`src/common/prot_pkg.sv`:
```
// shared constants, field layouts and carrier types of the page relocation block
package prot_pkg;

  // geometry
  localparam int PAGES      = 8;
  localparam int SETS       = 2;
  localparam int ENTRIES    = PAGES * SETS;
  localparam int VA_W       = 16;
  localparam int PA_W       = 18;
  localparam int BASE_W     = 12;
  localparam int LEN_W      = 7;
  localparam int KEY_W      = 2;
  localparam int MODE_W     = 2;
  localparam int PAGE_W     = 3;
  localparam int IDX_W      = 4;
  localparam int OFFSET_W   = 6;
  localparam int CAUSE_W    = 3;
  localparam int DATA_W     = 32;
  localparam int BE_W       = 4;
  localparam int ADDR_W     = 8;
  localparam int LANE_W     = 8;

  // virtual address fields
  localparam int VA_PAGE_LSB  = 13;
  localparam int VA_BLOCK_LSB = 6;
  localparam int VA_OFF_LSB   = 0;

  // register map: region in byte address bits 7:6, entry in bits 5:2
  localparam int REGION_LSB = 6;
  localparam int REGION_W   = 2;
  localparam int ENTRY_LSB  = 2;
  localparam logic [REGION_W-1:0] REGION_BASE   = 2'h0;
  localparam logic [REGION_W-1:0] REGION_DESC   = 2'h1;
  localparam logic [REGION_W-1:0] REGION_STATUS = 2'h2;
  localparam logic [IDX_W-1:0]    STATUS_ENTRY  = 4'h0;

  // page descriptor layout
  localparam int DESC_KEY_LSB = 1;
  localparam int DESC_DIR_BIT = 3;
  localparam int DESC_W_BIT   = 6;
  localparam int DESC_LEN_LSB = 8;

  // abort status layout
  localparam int STAT_EN_BIT    = 0;
  localparam int STAT_PAGE_LSB  = 1;
  localparam int STAT_MODE_LSB  = 5;
  localparam int STAT_CAUSE_LSB = 13;
  localparam int CAUSE_RO       = 0;
  localparam int CAUSE_PL       = 1;
  localparam int CAUSE_NR       = 2;

  // access keys and modes
  localparam logic [KEY_W-1:0]  KEY_NONRES   = 2'h0;
  localparam logic [KEY_W-1:0]  KEY_READONLY = 2'h1;
  localparam logic [KEY_W-1:0]  KEY_UNUSED   = 2'h2;
  localparam logic [KEY_W-1:0]  KEY_RDWR     = 2'h3;
  localparam logic [MODE_W-1:0] MODE_KERNEL  = 2'h0;
  localparam logic [MODE_W-1:0] MODE_USER    = 2'h3;

  typedef struct packed {
    logic [LEN_W-1:0] len;
    logic             written;
    logic             dir;
    logic [KEY_W-1:0] key;
  } desc_t;

  // reference from the processor core
  typedef struct packed {
    logic              valid;
    logic              write;
    logic [MODE_W-1:0] mode;
    logic [VA_W-1:0]   vaddr;
  } ref_req_t;

  // reference toward the system bus
  typedef struct packed {
    logic               valid;
    logic               write;
    logic               abort;
    logic [CAUSE_W-1:0] cause;
    logic [PA_W-1:0]    paddr;
  } bus_ref_t;

endpackage

```
`src/rtl/page_relocation_protection.sv`:
```
// page relocation and protection unit with an avalon-mm register slave
//
// How it works
// RULE_01: each descriptor keeps a software-written two-bit access key in bits 2:1.
// RULE_02: an aborted reference never reaches the bus, neither stored nor read.
// RULE_03: any modifying reference from the core counts as a write.
// RULE_04: key 00 and 10 abort all, 01 read-only, 11 read/write.
// RULE_05: read-only pages allow reads and fetches and abort every write.
// RULE_06: read/write pages allow everything with no abort from the key.
// RULE_07: descriptor bit 3 picks upward (0) or downward (1) expansion.
// RULE_08: descriptor bit 6 is set by hardware on a write; software cannot set it.
// RULE_09: writing a page's base or descriptor register clears its written flag.
// RULE_10: descriptor bits 14:8 hold a software-written length in 32-word blocks.
// RULE_11: descriptor bit 15 is unused and reads zero.
// RULE_12: upward pages abort when virtual block exceeds the length field.
// RULE_13: software loads upward lengths with one less than the block count.
// RULE_14: software loads downward lengths with 200 octal minus the block count.
// RULE_15: downward pages abort when virtual block is below the length field.
// RULE_16: top three virtual address bits pick one of eight pairs in a set.
// RULE_17: low 13 bits split into seven-bit block and six-bit offset.
// RULE_18: the current mode picks the register set before the page pair.
// RULE_19: the 12-bit base field is the page's lowest physical block.
// RULE_20: physical block is virtual block plus base block.
// RULE_21: offset is appended below the physical block giving 18 address bits.
// RULE_22: while enabled the bus sees only the translated address.
// RULE_23: mode 00 kernel set, 11 user set, 01 and 10 abort all.
// RULE_24: enable bit 0 of status gates translation and checking entirely.
// RULE_25: status bits 15,14,13 record non-resident, length and read-only aborts.
//
// Added by the designer: the Avalon-MM slave port and the register offsets.
`timescale 1ns/10ps
`default_nettype none

module page_relocation_protection #(
  parameter int ENTRIES = prot_pkg::ENTRIES
) (
  // clock and reset
  input  wire logic                           clk,
  input  wire logic                           srst,
  // avalon-mm register slave
  input  wire logic [prot_pkg::ADDR_W-1:0]    address,
  input  wire logic                           read,
  input  wire logic                           write,
  input  wire logic [prot_pkg::DATA_W-1:0]    writedata,
  input  wire logic [prot_pkg::BE_W-1:0]      byteenable,
  output var  logic [prot_pkg::DATA_W-1:0]    readdata,
  output var  logic                           waitrequest,
  // processor reference in, bus reference out
  input  wire prot_pkg::ref_req_t             ref_req,
  output var  prot_pkg::bus_ref_t             bus_ref
);

  typedef struct packed {
    logic [ENTRIES-1:0][prot_pkg::BASE_W-1:0] base;
    prot_pkg::desc_t [ENTRIES-1:0]            desc;
    logic                                     enable;
    logic [prot_pkg::CAUSE_W-1:0]             cause;
    logic [prot_pkg::MODE_W-1:0]              abort_mode;
    logic [prot_pkg::PAGE_W-1:0]              abort_page;
    logic                                     waitreq;
    logic [prot_pkg::DATA_W-1:0]              rdata;
    prot_pkg::bus_ref_t                       out;
  } state_t;

  state_t s_r;
  state_t s_nxt;

  // register decode
  logic [prot_pkg::REGION_W-1:0] region;
  logic [prot_pkg::IDX_W-1:0]    entry;
  logic                          accept_wr;

  // reference decode
  logic                          mode_bad;
  logic                          user_set;
  logic [prot_pkg::PAGE_W-1:0]   page;
  logic [prot_pkg::LEN_W-1:0]    vblock;
  logic [prot_pkg::OFFSET_W-1:0] voff;
  logic [prot_pkg::IDX_W-1:0]    ref_idx;
  prot_pkg::desc_t               cur_desc;
  logic [prot_pkg::BASE_W-1:0]   cur_base;
  logic [prot_pkg::BASE_W-1:0]   pblock;
  logic                          flt_nr;
  logic                          flt_pl;
  logic                          flt_ro;
  logic                          flt_any;
  logic [prot_pkg::CAUSE_W-1:0]  flt_vec;

  assign readdata    = s_r.rdata;
  assign waitrequest = s_r.waitreq;
  assign bus_ref     = s_r.out;

  assign region    = address[prot_pkg::REGION_LSB +: prot_pkg::REGION_W];
  assign entry     = address[prot_pkg::ENTRY_LSB +: prot_pkg::IDX_W];
  assign accept_wr = write && !s_r.waitreq;

  // RULE_16 page select and RULE_17 block and offset split
  assign page   = ref_req.vaddr[prot_pkg::VA_PAGE_LSB +: prot_pkg::PAGE_W];
  assign vblock = ref_req.vaddr[prot_pkg::VA_BLOCK_LSB +: prot_pkg::LEN_W];
  assign voff   = ref_req.vaddr[prot_pkg::VA_OFF_LSB +: prot_pkg::OFFSET_W];

  // RULE_23 mode legality
  assign mode_bad = (ref_req.mode != prot_pkg::MODE_KERNEL) &&
                    (ref_req.mode != prot_pkg::MODE_USER);
  // RULE_18 set chosen by mode
  assign user_set = (ref_req.mode == prot_pkg::MODE_USER);
  assign ref_idx  = {user_set, page};
  assign cur_desc = s_r.desc[ref_idx];
  assign cur_base = s_r.base[ref_idx];

  // RULE_19 base is a block number, RULE_20 block add
  assign pblock = cur_base + prot_pkg::BASE_W'(vblock);

  // RULE_04 key decode, non-resident and unused keys abort everything
  assign flt_nr = mode_bad ||
                  (cur_desc.key == prot_pkg::KEY_NONRES) ||
                  (cur_desc.key == prot_pkg::KEY_UNUSED);
  // RULE_12 upward length check, RULE_15 downward length check
  assign flt_pl = !mode_bad &&
                  (cur_desc.dir ? (vblock < cur_desc.len) : (vblock > cur_desc.len));
  // RULE_05 read-only aborts writes, RULE_03 modify counts as write
  assign flt_ro = !mode_bad && ref_req.write && (cur_desc.key == prot_pkg::KEY_READONLY);
  assign flt_any = flt_nr || flt_pl || flt_ro;

  always_comb begin
    flt_vec = '0;
    flt_vec[prot_pkg::CAUSE_NR] = flt_nr;
    flt_vec[prot_pkg::CAUSE_PL] = flt_pl;
    flt_vec[prot_pkg::CAUSE_RO] = flt_ro;
  end

  // register readback image
  function automatic logic [prot_pkg::DATA_W-1:0] read_word(
    input state_t                         s,
    input logic [prot_pkg::REGION_W-1:0]  rg,
    input logic [prot_pkg::IDX_W-1:0]     en
  );
    logic [prot_pkg::DATA_W-1:0] w;
    w = '0;
    unique case (rg)
      prot_pkg::REGION_BASE: begin
        w[prot_pkg::BASE_W-1:0] = s.base[en];
      end
      prot_pkg::REGION_DESC: begin
        // RULE_11 top bit and other spare bits read zero
        w[prot_pkg::DESC_KEY_LSB +: prot_pkg::KEY_W] = s.desc[en].key;
        w[prot_pkg::DESC_DIR_BIT]                    = s.desc[en].dir;
        w[prot_pkg::DESC_W_BIT]                      = s.desc[en].written;
        w[prot_pkg::DESC_LEN_LSB +: prot_pkg::LEN_W] = s.desc[en].len;
      end
      prot_pkg::REGION_STATUS: begin
        if (en == prot_pkg::STATUS_ENTRY) begin
          w[prot_pkg::STAT_EN_BIT]                         = s.enable;
          w[prot_pkg::STAT_PAGE_LSB +: prot_pkg::PAGE_W]   = s.abort_page;
          w[prot_pkg::STAT_MODE_LSB +: prot_pkg::MODE_W]   = s.abort_mode;
          w[prot_pkg::STAT_CAUSE_LSB +: prot_pkg::CAUSE_W] = s.cause;
        end
      end
      default: begin
        w = '0;
      end
    endcase
    return w;
  endfunction

  always_comb begin
    s_nxt = s_r;

    // one wait cycle per access; waitrequest drops for exactly one cycle
    s_nxt.waitreq = !((read || write) && s_r.waitreq);
    if (read && s_r.waitreq) begin
      s_nxt.rdata = read_word(s_r, region, entry);
    end

    // software writes at the edge where waitrequest is low
    if (accept_wr) begin
      unique case (region)
        prot_pkg::REGION_BASE: begin
          if (byteenable[0]) begin
            s_nxt.base[entry][prot_pkg::LANE_W-1:0] = writedata[prot_pkg::LANE_W-1:0];
          end
          if (byteenable[1]) begin
            s_nxt.base[entry][prot_pkg::BASE_W-1:prot_pkg::LANE_W] =
              writedata[prot_pkg::BASE_W-1:prot_pkg::LANE_W];
          end
          // RULE_09 base write clears written flag
          s_nxt.desc[entry].written = 1'b0;
        end
        prot_pkg::REGION_DESC: begin
          // RULE_01 key and RULE_07 direction are software written
          if (byteenable[0]) begin
            s_nxt.desc[entry].key = writedata[prot_pkg::DESC_KEY_LSB +: prot_pkg::KEY_W];
            s_nxt.desc[entry].dir = writedata[prot_pkg::DESC_DIR_BIT];
          end
          // RULE_10 length field written through the high byte
          if (byteenable[1]) begin
            s_nxt.desc[entry].len = writedata[prot_pkg::DESC_LEN_LSB +: prot_pkg::LEN_W];
          end
          // RULE_09 descriptor write clears written flag
          s_nxt.desc[entry].written = 1'b0;
        end
        prot_pkg::REGION_STATUS: begin
          if (entry == prot_pkg::STATUS_ENTRY) begin
            if (byteenable[0]) begin
              s_nxt.enable = writedata[prot_pkg::STAT_EN_BIT];
            end
            if (byteenable[1]) begin
              s_nxt.cause = writedata[prot_pkg::STAT_CAUSE_LSB +: prot_pkg::CAUSE_W];
            end
          end
        end
        default: begin
          s_nxt.enable = s_r.enable;
        end
      endcase
    end

    // reference path, registered one cycle toward the bus
    s_nxt.out.valid = 1'b0;
    s_nxt.out.abort = 1'b0;
    s_nxt.out.cause = '0;
    s_nxt.out.write = ref_req.write;
    if (ref_req.valid) begin
      if (!s_r.enable) begin
        // RULE_24 disabled: pass through unchecked
        s_nxt.out.valid = 1'b1;
        s_nxt.out.paddr = prot_pkg::PA_W'(ref_req.vaddr);
      end else if (flt_any) begin
        // RULE_02 aborted reference is never issued
        s_nxt.out.abort = 1'b1;
        s_nxt.out.cause = flt_vec;
        // RULE_25 causes accumulate, hardware set wins over clear
        s_nxt.cause = s_nxt.cause | flt_vec;
        if (s_r.cause == '0) begin
          s_nxt.abort_page = page;
          s_nxt.abort_mode = ref_req.mode;
        end
      end else begin
        // RULE_06 read/write key passes; RULE_22 bus sees translation
        s_nxt.out.valid = 1'b1;
        // RULE_21 offset joined below the physical block
        s_nxt.out.paddr = {pblock, voff};
        if (ref_req.write) begin
          // RULE_08 hardware marks page written, winning over a clear
          s_nxt.desc[ref_idx].written = 1'b1;
        end
      end
    end
  end

  always_ff @(posedge clk) begin
    if (srst) begin
      s_r         <= '0;
      s_r.waitreq <= 1'b1;
    end else begin
      s_r <= s_nxt;
    end
  end

endmodule

`default_nettype wire

```
`config.mk`:
```
export PLATFORM = sky130hd
export DESIGN_NAME = page_relocation_protection
export DESIGN_NICKNAME = d
export VERILOG_FILES = /design/src/common/prot_pkg.sv /design/src/rtl/page_relocation_protection.sv
export SDC_FILE = /design/constraint.sdc
export NUM_CORES = 1
export LEC_CHECK = 0
export BUFFER_PORTS_ARGS = -buffer_cell sky130_fd_sc_hd__buf_4
export CORE_ASPECT_RATIO = 0.8
export CORE_MARGIN = 10
export CORE_UTILIZATION = 50
export DETAILED_ROUTE_END_ITERATION = 12
export GPL_TIMING_DRIVEN = 1
export PLACE_DENSITY_LB_ADDON = 0.08
export SLEW_MARGIN = 40
export SYNTH_ARGS = -nofsm -noshare
export SYNTH_HDL_FRONTEND = slang
export SYNTH_SLANG_ARGS = --single-unit
```
`constraint.sdc`:
```
create_clock -name clk -period 6 [get_ports clk]
set_input_delay 1.2 -clock clk [delete_from_list [all_inputs] [get_ports clk]]
set_output_delay 1.2 -clock clk [all_outputs]
set_load 0.01 [all_outputs]
```
==> results_dict.tcl, run 1 <==
set metrics [dict create \
    io_pins 125 \
    final_cells 2752 \
    vias_per_cell 6.581 \
    cp.arrival_ps 5350 \
    synth_ff_type "dfxtp_1" \
    drc 0 \
    final_area_um2 24000 \
    antenna_found_initial 1 \
    place_inst 2668 \
    cts_buffers 45 \
    synth_compound_area_share_pct 13.02 \
    synth_warnings 0 \
    core-area_um2 43140 \
    syn-mean-instance-area_um2 9.796 \
    clock_tree.root_cell "clkbuf_16" \
    drive_gt1_share_pct 20.30 \
    period_minus_slack_ps 4866 \
    die_h_um 206.8 \
    syn-cell-area_um2 21820 \
    synth-seq-cells 418 \
    setup_viol 0 \
    hold_violations 0 \
    hold_buffers 0 \
    grtUsageTotal_pct 27.07 \
    clkTransAtPathRegs_ps 60 \
    cts_buffer_depth 3 \
    synthAdderAreaFrac_pct 1.181 \
    synth-edff-count 0 \
    num_vias 18110 \
    htreeDepth 2 \
    seq_area_um2 8368 \
    die_area_um2 52440 \
    multi_input_area_um2 12170 \
    wirelength_mm 71.98 \
    place_area_um2 22390 \
    min_period_over_period_pct 81.10 \
    synthMuxAreaShare_pct 25.58 \
    drtIter0Drc 2195 \
    cp.required_ps 6490 \
    nFillCells 3775 \
    critPathLaunchType "primary input" \
    initial_utilization_pct 50.57 \
    post-cts-setup-buffers 0 \
    clock-skew-final_ps 23.26 \
    cts_tree "yes" \
    min_path_type "register to register" \
    drtAntennaViolNets 0 \
    yosysSeqAreaShare_pct 38.36 \
    synth_xor_area_share_pct 0.2007 \
    syn_to_final_growth_pct 9.991 \
    ir_worst_vdd_uv 183.0 \
    crit_fanout 25 \
    crit_type "primary input to register" \
    grt_pass1_wl_mm 108.2 \
    fmax_mhz 205.5 \
    worst_slew_pin_slew_ps 915.9 \
    first_global_vias 17150 \
    routabilityCongestion 0.8861 \
    utilization_pct 55.63 \
    fin_nets 2244 \
    status "complete, no violations" \
    drv_slew 0 \
    clkSinkCount 418 \
    placementRows 68 \
    wl_per_cell_um 26.16 \
    gr-total-overflow 0 \
    port_buffers 88 \
    rsz0062_at_grt "false" \
    hpwl_mm 48.21 \
    maxCapViolations 0 \
    post-place-ws_ps 609.4 \
    relSlewSlack_pct 38.76 \
    grt_max_degree 131 \
    synth_top_family_by_area "multiplexers" \
    cts.repair.resized 0 \
    first_pass_iters 5 \
    ys_async_sr_fraction_pct 0 \
    die_w_um 253.5 \
    worst_slack_ps 1134 \
    syn_inst 2227 \
    leakage_nw 8.384 \
    p_per_area_nw_per_um2 260.4 \
    synth_cell_types 69 \
    synth_simple_gate_area_share_pct 15.44 \
    tns_ps 0 \
    diodes 0 \
    endpoint_kind "register" \
    clock_latency_ps 600 \
]
placed cells by master (no fill, tap or decap), types with 5 or more instances in the layout:
cell	count
dfxtp_1	418
nand2_1	265
nor2_1	263
mux4_2	217
a21oi_1	180
a22oi_1	174
nand3_1	130
buf_4	124
mux2i_1	67
clkbuf_16	47
and3_1	28
o21ai_0	25
nand4_1	21
inv_1	20
ha_1	19
nor3_1	16
conb_1	16
nor2b_1	13
clkbuf_8	13
and2_1	11
o21ai_1	8
clkinv_2	8
clkbuf_1	8
a211oi_1	7
a221oi_1	7
or3_1	5
a22o_1	5
bufinv_16	5
stage by stage:
stage	total power [mW]	hold WS, ps
after floorplan	3.159	432.3
after detailed placement	3.298	448.7
after CTS	6.275	459.9
after global placement	3.291	434.9
final	6.249	456.8
after global routing	6.409	483.7
worst max-delay path: stages:
cell	delay, ps
buf_6	320
buf_4	270
mux4_2	540
mux4_2	490
inv_1	80
ha_1	230
and3_1	210
a221o_1	340
nor4_2	670
a2111o_1	440
nand2_2	250
a311oi_1	250
Yosys cell counts (3+ instances only):
cell type  instances  area, µm²
a211oi_1           7      52.55
nand4_1           21      131.4
a22o_1             5      43.79
and3_1            28      175.2
buf_1             24      90.09
nor2b_1           14      87.58
nand2_1          265      994.7
mux4_2           217       4887
inv_1             20      75.07
clkbuf_1         153      574.3
buf_2             26      130.1
nor3_1            16      80.08
ha_1              19      237.7
dfxtp_1          418       8368
mux2i_1           67      670.6
a21oi_1          180      900.9
o21ai_0           25      125.1
a211oi_2           3      37.54
a21o_1             3      22.52
a221oi_1           7      61.31
o21ai_1            8      40.04
and4_1             3      26.28
a22oi_1          174       1306
buf_4             61      457.9
nand3_1          130      650.6
and2_1            12      75.07
or3_1              5      31.28
xnor2_1            4      35.03
nor2_1           264      991.0
final timing paths:
path / depth (start not counted) / endpoint / slack, ps / from
max: 12 / bus_ref[12] / 1130 / ref_req[13]
min: 1 / waitrequest / 460 / waitrequest
max reg2reg: 10 / bus_ref[12] / 2060 / s_r[197]
min reg2reg: 1 / waitrequest / 460 / waitrequest
sequential cells by signal, indices dropped and copies added, names as in the netlist:
register     flops
bus_ref         24
waitrequest      1
readdata        16
s_r            377
per-layer routing:
layer  GRT usage, %  wire (µm)  vias up
met5              0          0        -
met3          7.232       8696      113
met4          7.816       1766        0
met2          38.56      30200      959
li1               -          -     7997
met1          39.56      31310     9043
layout make-up:
| class | instances | share of cell area [%] |
|---|---|---|
| timing repair buffer | 133 | 4.547 |
| clock buffer | 68 | 5.772 |
| tap | 560 | 2.920 |
| inverter | 21 | 0.3285 |
| multi-input combinational | 1537 | 50.70 |
| clock inverter | 15 | 0.8604 |
| sequential | 418 | 34.87 |
report_power, final:
group | switching [mW] | leakage, nW | internal (mW)
Sequential | 0.00740 | 3.37 | 2.79
Clock | 1.20 | 0.789 | 1.81
Combinational | 0.307 | 4.23 | 0.141
cells by family (layout without fill, tap and decap cells):
family	count (synthesis)	after routing
and+or+nand+nor	774	774
AOI/OAI and AO/OA	436	436
muxes	286	286
other	1	16
adders and majority gates	20	20
xor gates and xnor gates	5	5
DFF	418	418
buffers and inverters	287	237
Note: power is estimated with default switching activity, not from simulation.
==> run 2, diff against run 1 <==
Clock period 6 ns to 4.15 ns, I/O delays scaled along.
==> results_dict.tcl, run 2 (synthesis gave the netlist of run 1 again) <==
set metrics [dict create \
    clock_latency_ps 580 \
    vias_per_cell 6.584 \
    routabilityCongestion 0.9118 \
    die_w_um 253.5 \
    clkTransAtPathRegs_ps 60 \
    wirelength_mm 74.14 \
    clkSinkCount 418 \
    die_h_um 206.8 \
    hold_violations 0 \
    cp.required_ps 4640 \
    rsz0062_at_grt "false" \
    setup_viol 0 \
    fin_nets 2314 \
    antenna_found_initial 2 \
    cts.repair.resized 0 \
    drtAntennaViolNets 0 \
    htreeDepth 2 \
    final_common_cell "dfxtp_1" \
    path_common_cell "mux4_2" \
    syn_to_final_growth_pct 12.41 \
    wl_met2_mm 31.63 \
    hpwl_mm 50.74 \
    relSlewSlack_pct 43.57 \
    clock_tree.root_cell "clkbuf_16" \
    path_cells "buf_6 > buf_12 > mux4_2 > mux4_2 > inv_1 > ha_1 > and3_4 > a221o_1 > o21a_2 > a21oi_2 > nand4_1 > a21oi_1" \
    min_period_over_period_pct 95.32 \
    topRoutingLayerUsed "met4" \
    multi_input_area_um2 12210 \
    hold_buffers 0 \
    m1WireLength_mm 31.48 \
    wl_per_cell_um 26.30 \
    drive_gt1_share_pct 22.89 \
    num_vias 18560 \
    core-area_um2 43140 \
    fmax_mhz 252.8 \
    clock-skew-final_ps 25.51 \
    p_per_area_nw_per_um2 358.4 \
    first_global_vias 17650 \
    initial_utilization_pct 50.57 \
    grt_pass1_wl_mm 111.4 \
    cts_buffers 45 \
    ir_worst_vdd_uv 313.0 \
    final_cell_mix "418 x dfxtp_1, 264 x nand2_1, 263 x nor2_1" \
    port_buffers 88 \
    route.met3.wl_mm 9.241 \
    largest_reg_flops 377 \
    drv_slew 0 \
    seq_area_um2 8368 \
    endpoint_kind "register" \
    cts_buffer_depth 3 \
    die_area_um2 52440 \
    status "complete, no violations" \
    io_pins 125 \
    placementRows 68 \
    cts_tree "yes" \
    drc 0 \
    holdWs_ps 452.0 \
    critPathLaunchType "primary input" \
    period_minus_slack_ps 3956 \
    first_pass_iters 6 \
    cp.arrival_ps 4450 \
    drtIter0Drc 2442 \
    grt_max_degree 138 \
    crit_fanout 18 \
    slowest_stage "a21oi_2" \
    leakage_nw 8.703 \
    diodes 0 \
    crit_type "primary input to register" \
    post-place-ws_ps -321.0 \
    gr-total-overflow 0 \
    nFillCells 3840 \
    maxCapViolations 0 \
    max_stage_delay_ps 660 \
    post-cts-setup-buffers 0 \
    worst_slack_ps 194.2 \
    grtUsageTotal_pct 27.87 \
    worst-r2r-setup-slack_ps 480 \
    worst_slew_pin_slew_ps 846.4 \
    min_path_type "register to register" \
    regMostFlops "s_r" \
]
-- run 2: changes by cell type in the layout (fill, tap and decap cells not counted), moves of 2 or more --
cell	change
a21oi_2	+2
buf_12	+8
buf_4	+62
buf_6	+2
bufinv_16	-3
clkbuf_1	+2
clkbuf_8	-2
clkinv_2	+2
-- run 2: final timing paths --
kind / start / endpoint / cells after the start
worst max-delay path: ref_req[13] / s_r[113] / 12
worst min-delay path: readdata[15] / readdata[15] / 2
worst max register to register: s_r[184] / s_r[113] / 10
worst min register to register: readdata[15] / readdata[15] / 2
-- run 2: area by class of cell --
| class | count | area share [%] |
|---|---|---|
| Timing Repair Buffer | 203 | 6.918 |
| Clock buffer | 67 | 5.464 |
| Sequential cell | 418 | 34.12 |
| Tap cell | 560 | 2.857 |
| Inverter | 21 | 0.3214 |
| Multi-Input combinational cell | 1537 | 49.80 |
| Clock inverter | 13 | 0.5153 |
-- run 2: power breakdown --
group | switching, mW | internal [mW]
Clock | 1.71 | 2.35
Sequential | 0.0107 | 4.03
Combinational | 0.455 | 0.235
Total | 2.17 | 6.62
-- run 2: per-stage QoR --
step                      instances  util [%]  TNS (ps)  power (mW)  instance area, µm²
after detailed placement       2739     53.42    -10030       4.809               23040
after global routing           2819     56.85         0       9.030               24520
after CTS                      2819     56.82         0       8.808               24510
after floorplan                2242         -     -2789       4.583               22030
final                          2819     56.85         0       8.789               24520
after global placement         2739     53.41     -9375       4.804               23040
-- run 2: critical path, delay by kind of cell --
kind / cells / cell delay, ps
AOI/OAI and AO/OA: 4 / 1490
muxes: 2 / 1030
buffers and inverters: 3 / 470
and+or+nand+nor: 2 / 380
adders and majority gates: 1 / 220
-- run 2: routing by layer --
layer | up-vias | GRT usage [%]
li1 | 8143 | -
met1 | 9178 | 40.77
met2 | 1101 | 40.08
met3 | 139 | 6.919
met4 | 0 | 8.052
met5 | - | 0
